## src/inc/gle_pkg.sv

```systemverilog
// register map, reset values and field positions of the gpio lookup-table expander
package gle_pkg;
    localparam logic [7:0] ADDR_DIR_B = 8'h00;
    localparam logic [7:0] ADDR_DIR_A = 8'h01;
    localparam logic [7:0] ADDR_DATA_B = 8'h02;
    localparam logic [7:0] ADDR_DATA_A = 8'h03;
    localparam logic [7:0] ADDR_PULLUP_B = 8'h04;
    localparam logic [7:0] ADDR_PULLUP_A = 8'h05;
    localparam logic [7:0] ADDR_MASK_B = 8'h06;
    localparam logic [7:0] ADDR_MASK_A = 8'h07;
    localparam logic [7:0] ADDR_SENSE_UP_B = 8'h08;
    localparam logic [7:0] ADDR_SENSE_LO_B = 8'h09;
    localparam logic [7:0] ADDR_SENSE_UP_A = 8'h0a;
    localparam logic [7:0] ADDR_SENSE_LO_A = 8'h0b;
    localparam logic [7:0] ADDR_FLAG_B = 8'h0c;
    localparam logic [7:0] ADDR_FLAG_A = 8'h0d;
    localparam logic [7:0] ADDR_LOGIC_MODE = 8'h0e;
    localparam logic [7:0] ADDR_UPPER_TABLE4 = 8'h2a;
    localparam logic [7:0] ADDR_LOWER_TABLE4 = 8'h2b;
    localparam logic [7:0] ADDR_ADVANCED = 8'had;
    localparam logic [7:0] RST_DIR = 8'hff;
    localparam logic [7:0] RST_DATA = 8'hff;
    localparam logic [7:0] RST_PULLUP = 8'h00;
    localparam logic [7:0] RST_MASK = 8'hff;
    localparam logic [7:0] RST_SENSE = 8'h00;
    localparam logic [7:0] RST_FLAG = 8'h00;
    localparam logic [7:0] RST_LOGIC_MODE = 8'h00;
    localparam logic [7:0] RST_TABLE = 8'h00;
    localparam logic [7:0] RST_ADVANCED = 8'h00;
    localparam logic [7:0] ADV_WRITABLE = 8'h06;
    localparam int ADV_AUTOCLR_BIT = 2;
    localparam int ADV_BOOST_BIT = 1;
    localparam int LOGIC_LOWER_BIT = 0;
    localparam int LOGIC_UPPER_BIT = 1;
    localparam int UPPER_OUT_PIN = 12;
    localparam int LOWER_OUT_PIN = 4;
    localparam logic [3:0] BITS_PER_BYTE = 4'h8;
    // serial slave address, value arbitrary
    localparam logic [6:0] I2C_DEV_ADDR = 7'h20;
endpackage

```

## src/gle_i2c_slave.sv

```systemverilog
// two-wire serial slave giving byte register access with auto-increment
`timescale 1ns/100ps
`default_nettype none
module gle_i2c_slave
    import gle_pkg::*;
(
    input wire logic clk,
    input wire logic rst_n,
    input wire logic scl_in,
    input wire logic sda_in,
    output logic sda_out,
    output logic sda_oe,
    output logic [7:0] reg_addr,
    output logic wr_stb,
    output logic [7:0] wr_data,
    output logic rd_stb,
    input wire logic [7:0] rd_data
);
    typedef enum logic [2:0] {
        ST_IDLE, ST_ADDR, ST_ADDR_ACK, ST_WR, ST_WR_ACK, ST_RD, ST_RD_ACK
    } gle_i2c_st_t;

    gle_i2c_st_t st_r;
    logic scl_s1_r, scl_s2_r, scl_d_r, sda_s1_r, sda_s2_r, sda_d_r;
    logic [3:0] cnt_r;
    logic [7:0] sh_r;
    logic rw_r, first_r;

    wire scl_rise = scl_s2_r & ~scl_d_r;
    wire scl_fall = ~scl_s2_r & scl_d_r;
    wire start_det = scl_s2_r & scl_d_r & sda_d_r & ~sda_s2_r;
    wire stop_det = scl_s2_r & scl_d_r & ~sda_d_r & sda_s2_r;
    wire byte_done = (cnt_r == BITS_PER_BYTE);

    // open drain: only the enable moves, the driven level is always low
    always_ff @(posedge clk or negedge rst_n) begin
        if (!rst_n) begin
            {scl_s1_r, scl_s2_r, scl_d_r} <= 3'h7;
            {sda_s1_r, sda_s2_r, sda_d_r} <= 3'h7;
            sda_out <= 1'b0;
        end else begin
            {scl_s1_r, scl_s2_r, scl_d_r} <= {scl_in, scl_s1_r, scl_s2_r};
            {sda_s1_r, sda_s2_r, sda_d_r} <= {sda_in, sda_s1_r, sda_s2_r};
            sda_out <= 1'b0;
        end
    end

    always_ff @(posedge clk or negedge rst_n) begin
        if (!rst_n) begin
            st_r <= ST_IDLE;
            cnt_r <= 4'h0;
            sh_r <= 8'h00;
            rw_r <= 1'b0;
            first_r <= 1'b0;
            sda_oe <= 1'b0;
            reg_addr <= 8'h00;
            wr_stb <= 1'b0;
            wr_data <= 8'h00;
            rd_stb <= 1'b0;
        end else begin
            wr_stb <= 1'b0;
            rd_stb <= 1'b0;
            if (start_det) begin
                st_r <= ST_ADDR;
                cnt_r <= 4'h0;
                sda_oe <= 1'b0;
            end else if (stop_det) begin
                st_r <= ST_IDLE;
                sda_oe <= 1'b0;
            end else if (scl_rise) begin
                if (st_r == ST_ADDR || st_r == ST_WR) begin
                    sh_r <= {sh_r[6:0], sda_s2_r};
                    cnt_r <= cnt_r + 4'h1;
                end else if (st_r == ST_RD) begin
                    cnt_r <= cnt_r + 4'h1;
                end else if (st_r == ST_RD_ACK && sda_s2_r) begin
                    st_r <= ST_IDLE;
                end
            end else if (scl_fall) begin
                unique case (st_r)
                    ST_IDLE: begin
                    end
                    ST_ADDR: if (byte_done) begin
                        cnt_r <= 4'h0;
                        if (sh_r[7:1] == I2C_DEV_ADDR) begin
                            st_r <= ST_ADDR_ACK;
                            sda_oe <= 1'b1;
                            rw_r <= sh_r[0];
                        end else begin
                            st_r <= ST_IDLE;
                        end
                    end
                    ST_ADDR_ACK: if (rw_r) begin
                        st_r <= ST_RD;
                        sh_r <= rd_data;
                        sda_oe <= ~rd_data[7];
                        rd_stb <= 1'b1;
                    end else begin
                        st_r <= ST_WR;
                        sda_oe <= 1'b0;
                        first_r <= 1'b1;
                    end
                    ST_WR: if (byte_done) begin
                        cnt_r <= 4'h0;
                        st_r <= ST_WR_ACK;
                        sda_oe <= 1'b1;
                        if (first_r) begin
                            reg_addr <= sh_r;
                        end else begin
                            wr_stb <= 1'b1;
                            wr_data <= sh_r;
                        end
                    end
                    ST_WR_ACK: begin
                        st_r <= ST_WR;
                        sda_oe <= 1'b0;
                        first_r <= 1'b0;
                        if (!first_r) begin
                            reg_addr <= reg_addr + 8'h01;
                        end
                    end
                    ST_RD: if (byte_done) begin
                        cnt_r <= 4'h0;
                        st_r <= ST_RD_ACK;
                        sda_oe <= 1'b0;
                        reg_addr <= reg_addr + 8'h01;
                    end else begin
                        sh_r <= {sh_r[6:0], 1'b0};
                        sda_oe <= ~sh_r[6];
                    end
                    ST_RD_ACK: begin
                        st_r <= ST_RD;
                        sh_r <= rd_data;
                        sda_oe <= ~rd_data[7];
                        rd_stb <= 1'b1;
                    end
                    default: st_r <= ST_IDLE;
                endcase
            end
        end
    end
endmodule
`default_nettype wire

```

## src/gle_gpio_top.sv

```systemverilog
// sixteen-pin gpio expander core with two 3-to-1 lookup-table outputs and interrupt flags
// How it works
// - upper table mode drives pin 12 from upper fourth table indexed by pins 10..8.
// - lower table mode drives pin 4 from lower fourth table indexed by pins 2..0.
// - table bit n serves the input pattern whose binary value is n.
// - advanced bit 2 set: data register read clears flags and releases interrupt.
// - advanced bit 1 enables boost; resets to zero.
// - direction 0 makes an output; data 0 drives low, data 1 high.
// - direction 1 makes an input; pull-up bit 1 connects the pull-up.
// - mask 0 enables a pin's interrupt; sense pair 10 means falling edge.
// - writing ones to the flag register clears those flags; the interrupt releases once no flag is left.
`timescale 1ns/100ps
`default_nettype none
module gle_gpio_top
    import gle_pkg::*;
(
    input wire logic clk,
    input wire logic rst_n,
    input wire logic scl_in,
    input wire logic sda_in,
    output logic sda_out,
    output logic sda_oe,
    input wire logic [15:0] io_in,
    output logic [15:0] io_out,
    output logic [15:0] io_oe,
    output logic [15:0] pullup_en,
    output logic boost_en,
    output logic irq_out_n
);
    logic wr_stb, rd_stb;
    logic [7:0] bus_addr, bus_wdata, bus_rdata;
    logic [15:0] dir_r, data_r, pullup_r, mask_r, flag_r, flag_nxt;
    logic [31:0] sense_r;
    logic [7:0] logic_mode_r, tbl_upper_r, tbl_lower_r, adv_r;
    logic [15:0] io_s1_r, io_s2_r, io_d_r;
    logic [15:0] io_out_r, io_oe_r, pullup_en_r;
    logic boost_en_r, irq_out_n_r;
    logic [15:0] evt, clr, out_nxt, oe_nxt;

    gle_i2c_slave u_slave (
        .clk(clk),
        .rst_n(rst_n),
        .scl_in(scl_in),
        .sda_in(sda_in),
        .sda_out(sda_out),
        .sda_oe(sda_oe),
        .reg_addr(bus_addr),
        .wr_stb(wr_stb),
        .wr_data(bus_wdata),
        .rd_stb(rd_stb),
        .rd_data(bus_rdata)
    );

    function automatic logic is_data_addr(input logic [7:0] a);
        return (a == ADDR_DATA_B) || (a == ADDR_DATA_A);
    endfunction

    // data reads return pin levels, so outputs read back what the wire carries
    function automatic logic [7:0] rd_mux(input logic [7:0] a);
        case (a)
            ADDR_DIR_B: return dir_r[15:8];
            ADDR_DIR_A: return dir_r[7:0];
            ADDR_DATA_B: return io_s2_r[15:8];
            ADDR_DATA_A: return io_s2_r[7:0];
            ADDR_PULLUP_B: return pullup_r[15:8];
            ADDR_PULLUP_A: return pullup_r[7:0];
            ADDR_MASK_B: return mask_r[15:8];
            ADDR_MASK_A: return mask_r[7:0];
            ADDR_SENSE_UP_B: return sense_r[31:24];
            ADDR_SENSE_LO_B: return sense_r[23:16];
            ADDR_SENSE_UP_A: return sense_r[15:8];
            ADDR_SENSE_LO_A: return sense_r[7:0];
            ADDR_FLAG_B: return flag_r[15:8];
            ADDR_FLAG_A: return flag_r[7:0];
            ADDR_LOGIC_MODE: return logic_mode_r;
            ADDR_UPPER_TABLE4: return tbl_upper_r;
            ADDR_LOWER_TABLE4: return tbl_lower_r;
            ADDR_ADVANCED: return adv_r;
            default: return 8'h00;
        endcase
    endfunction

    // a process, not an assign: it must wake on every register the mux reads
    always_comb begin
        bus_rdata = rd_mux(bus_addr);
    end

    // per-pin edge select and mask
    genvar gi;
    generate
        for (gi = 0; gi < 16; gi++) begin : g_evt
            wire rise = io_s2_r[gi] & ~io_d_r[gi];
            wire fall = ~io_s2_r[gi] & io_d_r[gi];
            assign evt[gi] = ((sense_r[2*gi+1] & fall) | (sense_r[2*gi] & rise)) & ~mask_r[gi];
        end
    endgenerate

    wire autoclr = rd_stb && is_data_addr(bus_addr) && adv_r[ADV_AUTOCLR_BIT];
    wire wr_flag_b = wr_stb && (bus_addr == ADDR_FLAG_B);
    wire wr_flag_a = wr_stb && (bus_addr == ADDR_FLAG_A);
    assign clr = {(wr_flag_b ? bus_wdata : 8'h00), (wr_flag_a ? bus_wdata : 8'h00)}
        | {16{autoclr}};
    // a new edge in the clearing cycle survives
    assign flag_nxt = (flag_r & ~clr) | evt;

    wire upper_on = logic_mode_r[LOGIC_UPPER_BIT];
    wire lower_on = logic_mode_r[LOGIC_LOWER_BIT];
    wire tbl_upper_bit = tbl_upper_r[io_s2_r[10:8]];
    wire tbl_lower_bit = tbl_lower_r[io_s2_r[2:0]];
    assign out_nxt = {data_r[15:13], upper_on ? tbl_upper_bit : data_r[UPPER_OUT_PIN],
        data_r[11:5], lower_on ? tbl_lower_bit : data_r[LOWER_OUT_PIN], data_r[3:0]};
    assign oe_nxt = {~dir_r[15:13], upper_on | ~dir_r[UPPER_OUT_PIN],
        ~dir_r[11:5], lower_on | ~dir_r[LOWER_OUT_PIN], ~dir_r[3:0]};

    always_ff @(posedge clk or negedge rst_n) begin
        if (!rst_n) begin
            dir_r <= {RST_DIR, RST_DIR};
            data_r <= {RST_DATA, RST_DATA};
            pullup_r <= {RST_PULLUP, RST_PULLUP};
            mask_r <= {RST_MASK, RST_MASK};
            sense_r <= {RST_SENSE, RST_SENSE, RST_SENSE, RST_SENSE};
            logic_mode_r <= RST_LOGIC_MODE;
            tbl_upper_r <= RST_TABLE;
            tbl_lower_r <= RST_TABLE;
            adv_r <= RST_ADVANCED;
        end else if (wr_stb) begin
            case (bus_addr)
                ADDR_DIR_B: dir_r[15:8] <= bus_wdata;
                ADDR_DIR_A: dir_r[7:0] <= bus_wdata;
                ADDR_DATA_B: data_r[15:8] <= bus_wdata;
                ADDR_DATA_A: data_r[7:0] <= bus_wdata;
                ADDR_PULLUP_B: pullup_r[15:8] <= bus_wdata;
                ADDR_PULLUP_A: pullup_r[7:0] <= bus_wdata;
                ADDR_MASK_B: mask_r[15:8] <= bus_wdata;
                ADDR_MASK_A: mask_r[7:0] <= bus_wdata;
                ADDR_SENSE_UP_B: sense_r[31:24] <= bus_wdata;
                ADDR_SENSE_LO_B: sense_r[23:16] <= bus_wdata;
                ADDR_SENSE_UP_A: sense_r[15:8] <= bus_wdata;
                ADDR_SENSE_LO_A: sense_r[7:0] <= bus_wdata;
                ADDR_LOGIC_MODE: logic_mode_r <= bus_wdata;
                ADDR_UPPER_TABLE4: tbl_upper_r <= bus_wdata;
                ADDR_LOWER_TABLE4: tbl_lower_r <= bus_wdata;
                // reserved bits held at zero even if the host slips
                ADDR_ADVANCED: adv_r <= bus_wdata & ADV_WRITABLE;
                default: begin
                end
            endcase
        end
    end

    always_ff @(posedge clk or negedge rst_n) begin
        if (!rst_n) begin
            io_s1_r <= 16'hffff;
            io_s2_r <= 16'hffff;
            io_d_r <= 16'hffff;
            flag_r <= {RST_FLAG, RST_FLAG};
            irq_out_n_r <= 1'b1;
            io_out_r <= {RST_DATA, RST_DATA};
            io_oe_r <= 16'h0000;
            pullup_en_r <= {RST_PULLUP, RST_PULLUP};
            boost_en_r <= 1'b0;
        end else begin
            io_s1_r <= io_in;
            io_s2_r <= io_s1_r;
            io_d_r <= io_s2_r;
            flag_r <= flag_nxt;
            irq_out_n_r <= ~(|flag_nxt);
            io_out_r <= out_nxt;
            io_oe_r <= oe_nxt;
            pullup_en_r <= pullup_r;
            boost_en_r <= adv_r[ADV_BOOST_BIT];
        end
    end

    assign io_out = io_out_r;
    assign io_oe = io_oe_r;
    assign pullup_en = pullup_en_r;
    assign boost_en = boost_en_r;
    assign irq_out_n = irq_out_n_r;

    property p_upper_table;
        @(posedge clk) disable iff (!rst_n)
        upper_on && !wr_stb ##1 $stable(io_s2_r[10:8]) |->
            io_oe_r[12] && (io_out_r[12] == tbl_upper_r[io_s2_r[10:8]]);
    endproperty
    a_upper_table: assert property (p_upper_table) else $error("pin 12 not from table");

    property p_lower_table;
        @(posedge clk) disable iff (!rst_n)
        lower_on && !wr_stb ##1 $stable(io_s2_r[2:0]) |->
            io_oe_r[4] && (io_out_r[4] == tbl_lower_r[io_s2_r[2:0]]);
    endproperty
    a_lower_table: assert property (p_lower_table) else $error("pin 4 not from table");

    property p_pattern_top;
        @(posedge clk) disable iff (!rst_n)
        lower_on && io_s2_r[2:0] == 3'h7 && !wr_stb |=>
            io_out_r[4] == tbl_lower_r[7];
    endproperty
    a_pattern_top: assert property (p_pattern_top) else $error("pattern 111 not bit 7");

    property p_autoclear;
        @(posedge clk) disable iff (!rst_n)
        rd_stb && is_data_addr(bus_addr) && adv_r[ADV_AUTOCLR_BIT] && evt == 16'h0000 |=>
            flag_r == 16'h0000 && irq_out_n;
    endproperty
    a_autoclear: assert property (p_autoclear) else $error("data read did not clear");

    property p_boost;
        @(posedge clk) disable iff (!rst_n)
        wr_stb && bus_addr == ADDR_ADVANCED |=> ##1 boost_en == $past(bus_wdata[1], 2);
    endproperty
    a_boost: assert property (p_boost) else $error("boost does not follow write");

    property p_output_drive;
        @(posedge clk) disable iff (!rst_n)
        !dir_r[0] && !wr_stb |=> io_oe[0] && io_out[0] == data_r[0];
    endproperty
    a_output_drive: assert property (p_output_drive) else $error("output pin not driven");

    property p_input_pullup;
        @(posedge clk) disable iff (!rst_n)
        dir_r[1] |=> !io_oe[1] && pullup_en[1] == $past(pullup_r[1]);
    endproperty
    a_input_pullup: assert property (p_input_pullup) else $error("input pin misbehaves");

    property p_falling_sets;
        @(posedge clk) disable iff (!rst_n)
        sense_r[1:0] == 2'h2 && !mask_r[0] && !io_s2_r[0] && io_d_r[0] |=>
            flag_r[0] && !irq_out_n;
    endproperty
    a_falling_sets: assert property (p_falling_sets) else $error("falling edge lost");

    property p_flag_clear;
        @(posedge clk) disable iff (!rst_n)
        wr_flag_a && bus_wdata == 8'hff && evt[7:0] == 8'h00 |=> flag_r[7:0] == 8'h00;
    endproperty
    a_flag_clear: assert property (p_flag_clear) else $error("flag write did not clear");

    property p_plain_gpio;
        @(posedge clk) disable iff (!rst_n)
        !lower_on && !wr_stb |=>
            io_out_r[4] == data_r[4] && io_oe_r[4] == !dir_r[4];
    endproperty
    a_plain_gpio: assert property (p_plain_gpio) else $error("pin 4 not plain gpio");
endmodule
`default_nettype wire

```

## config.mk

```make
export PLATFORM = sky130hd
export DESIGN_NAME = gle_gpio_top
export DESIGN_NICKNAME = d
export VERILOG_FILES = /design/src/inc/gle_pkg.sv /design/src/gle_i2c_slave.sv /design/src/gle_gpio_top.sv
export SDC_FILE = /design/constraint.sdc
export NUM_CORES = 1
export LEC_CHECK = 0
export ABC_AREA = 0
export BUFFER_PORTS_ARGS = -buffer_cell sky130_fd_sc_hd__buf_2
export CAP_MARGIN = 20
export CORE_MARGIN = 1.5
export CORE_UTILIZATION = 55
export DETAILED_ROUTE_END_ITERATION = 6
export GPL_TIMING_DRIVEN = 0
export PLACE_DENSITY = 0.73
export SETUP_SLACK_MARGIN = 0.1
export SLEW_MARGIN = 30
export SYNTH_ARGS = -nofsm -noshare
export SYNTH_HDL_FRONTEND = slang
export SYNTH_SLANG_ARGS = --single-unit
```

## constraint.sdc

```tcl
create_clock -name clk -period 3.85 [get_ports clk]
set_input_delay 0.5775 -clock clk [delete_from_list [all_inputs] [get_ports clk]]
set_output_delay 0.5775 -clock clk [all_outputs]
set_load 0.005 [all_outputs]
```

==> run metrics <==
status=complete, no violations; DRT iter0 DRCs=923; detail-routed via count per cell=6.280; top-area cell type share of the netlist area=33.65%; CTS resizes=0; Max-cap violations=0; Yosys cell types=65; Final Max Tran Viols=0; count leader, synth=dfrtp_1; number of hold violations in the final report=0; post-synth net total=949; Post-CTS Setup Bufs=0; Max-Slew Margin vs Limit=32.98%; Synth Flop Type=dfrtp_1; # placed instances=1268; Site Rows=53; number of synthesized flops with an enable pin=0; P_leak=5.885 nW; CTS root buffer=clkbuf_16; setup TNS=0 ns; Clock Sinks=278; Hold WC Path Type=in2reg; Clock Latency Late Sink=0.55 ns; vias in the first global route=8101; Req. time, crit path=4.26 ns; TritonCTS buffer count=30; CTS Buffer Depth=3; antenna-violating nets left=0; global-route wire length before repair=51.05 mm; Met3 Wirelength=2.806 mm; via count=8321; aggregate global routing overflow=0; mapped cell area=11820 um2; Post-Route WL=33.73 mm; share of flip-flops with an asynchronous set or reset=100.0%; Syn-to-layout area delta=15.68%; Final Wtd Congestion=0.9791; cts hold-fix bufs=1; starting density of the core=56.07%; Pre-antenna DRT Iters=5; initial antenna violation count=0; CP peak stage delay=0.68 ns; crit-path cells=clkbuf_1, clkbuf_1, clkbuf_1, o21ai_0, a22o_1, nor4_1, o2bb2ai_1; Fin Clk Skew=0.01045 ns; CP Capture Type=flop; Setup WS pre-CTS=0.5331 ns; setup violators final=0; setup ws final=0.4374 ns; top routing layer in use=met4; Largest Register=sense_r; metal2 WL=14.80 mm; drt wl/cell=25.46 um; Worst Tran Pin Value=1.005 ns; Die Wd=149.6 um; Synth Area per Inst=12.85 um2; Detail Placement HPWL=23.47 mm; Crit-path slowest cell=clkbuf_1; die area=22390 um2; setup repair after global routing missed its margin=no; clk slew on worst S/H paths=0.06 ns; peak supply drop=0.5238 mV; fin crit share=88.64%; Worst setup SP type=flop; FF+latch count, synth=278; top post-synthesis cells by area=dfrtp_1 34%, dfstp_2 26%, mux2_2 13%; power density over the cells=457.2 nW/um2; non-filler instance count after layout=1325; cell count after synthesis=920; most frequent cells after synthesis=159 x dfrtp_1, 137 x mux2_2, 119 x dfstp_2; Ports=72; post-synthesis sequential area ratio=60.10%; layout cell share with drive strength beyond 1=39.05%; Achievable Freq=293.0 MHz; critical path arrival=3.83 ns; Total GRT Usage=31.22%; largest net degree at the start of global routing=95; critical path's most frequent cell=clkbuf_1; PortBufs=70; area of the core=21090 um2; WS Path Type=reg2reg; max FFs per register=32; CTS tree=built; post-route DRC violation count=0; Final nets=1055; # H-tree levels=1; post-layout min period=3.413 ns; Yosys top cell by area=dfrtp_1; Die Span Y=149.6 um; synth warn=0; largest fanout on the critical path=10; Routed met1 length=15.10 mm; Antenna Cells=0; r2r setup slk=0.44 ns
-- cells by family after synthesis --
family          synth area share [%]
mux                            16.12
xor+xnor                     0.07409
fa+ha+maj                     0.9524
buf+inv                        2.899
flops                          60.10
other cells                  0.03172
simple gates                   9.153
compound gates                 10.68
-- path summary, 6_finish.rpt --
path,cells past startpoint,end,from
min reg2reg,0,io_s2_r[10],io_s1_r[10]
max,7,u_slave.sh_r[6],u_slave.reg_addr[3]
min,1,io_s1_r[15],io_in[15]
min in group asynchronous,2,u_slave.wr_stb,rst_n
max reg2reg,7,u_slave.sh_r[6],u_slave.reg_addr[3]
max in group asynchronous,4,dir_r[14],rst_n
-- where the power goes --
| group | leakage, nW | switching, W | total (W) | internal [W] |
|---|---|---|---|---|
| clock network | 0.515 | 0.00116 | 0.00303 | 0.00187 |
| logic | 2.00 | 0.000108 | 0.000169 | 0.0000610 |
| registers | 3.37 | 0.0000577 | 0.00305 | 0.00300 |
| total | 5.88 | 0.00133 | 0.00625 | 0.00493 |
-- critical path: cells and delay by family, from the launching register on --
kind / cells / cell delay [ns]
simple gates: 1 / 0.42
flops: 1 / 0.39
compound gates: 3 / 0.55
buf+inv: 3 / 1.91
-- area by class of cell --
cell class	count	area, um2
flip-flops and latches	278	7106
plain buffers	56	227.7
well taps	275	344.1
clock inverters	15	212.7
multi-input cells	555	4375
clock buffers	41	843.3
inverters	31	116.4
fillers	1607	7410
repair buffers	74	452.9
-- per-layer routing --
metal / vias up / GRT usage (%)
met4: 0 / 9.802
met3: 68 / 5.854
met1: 4239 / 46.68
met5: - / 0
li1: 3588 / -
met2: 426 / 46.18
-- metrics by stage --
| stage | util, % | hold WS [ns] | total power [W] | cell area [um2] |
|---|---|---|---|---|
| 2_1_floorplan | - | 0.2819 | 0.003147 | 11820 |
| 6_report | 64.86 | 0.1224 | 0.006254 | 13680 |
| 4_1_cts | 64.86 | 0.1042 | 0.006298 | 13680 |
| 5_1_grt | 64.86 | 0.1026 | 0.006452 | 13680 |
| 3_3_place_gp | 59.36 | 0.3453 | 0.003254 | 12520 |
| 3_5_place_dp | 59.80 | 0.3469 | 0.003270 | 12610 |
-- placed cells by master, fill, tap and decap left out, types with 4 or more instances in the layout --
cell type,instances
a22o_1,11
buf_1,10
nor2_1,22
clkbuf_1,46
clkinv_2,6
a22oi_1,19
a31o_2,11
dfstp_2,119
dfrtp_1,159
a221oi_1,5
a21oi_1,42
nand2b_1,6
mux2_2,137
nand2_1,64
a31oi_1,7
nor3_1,6
inv_1,30
nand3b_1,29
clkbuf_16,31
nor2b_1,4
mux2i_1,16
mux4_2,9
buf_2,73
o21ai_0,28
bufinv_16,5
o31ai_1,4
and4_1,6
nand4_1,5
and2_1,4
ha_1,9
nand3_1,30
o2bb2ai_1,10
a32oi_1,4
o22ai_1,12
nor4_1,9
(Power assumes the default switching activity.)
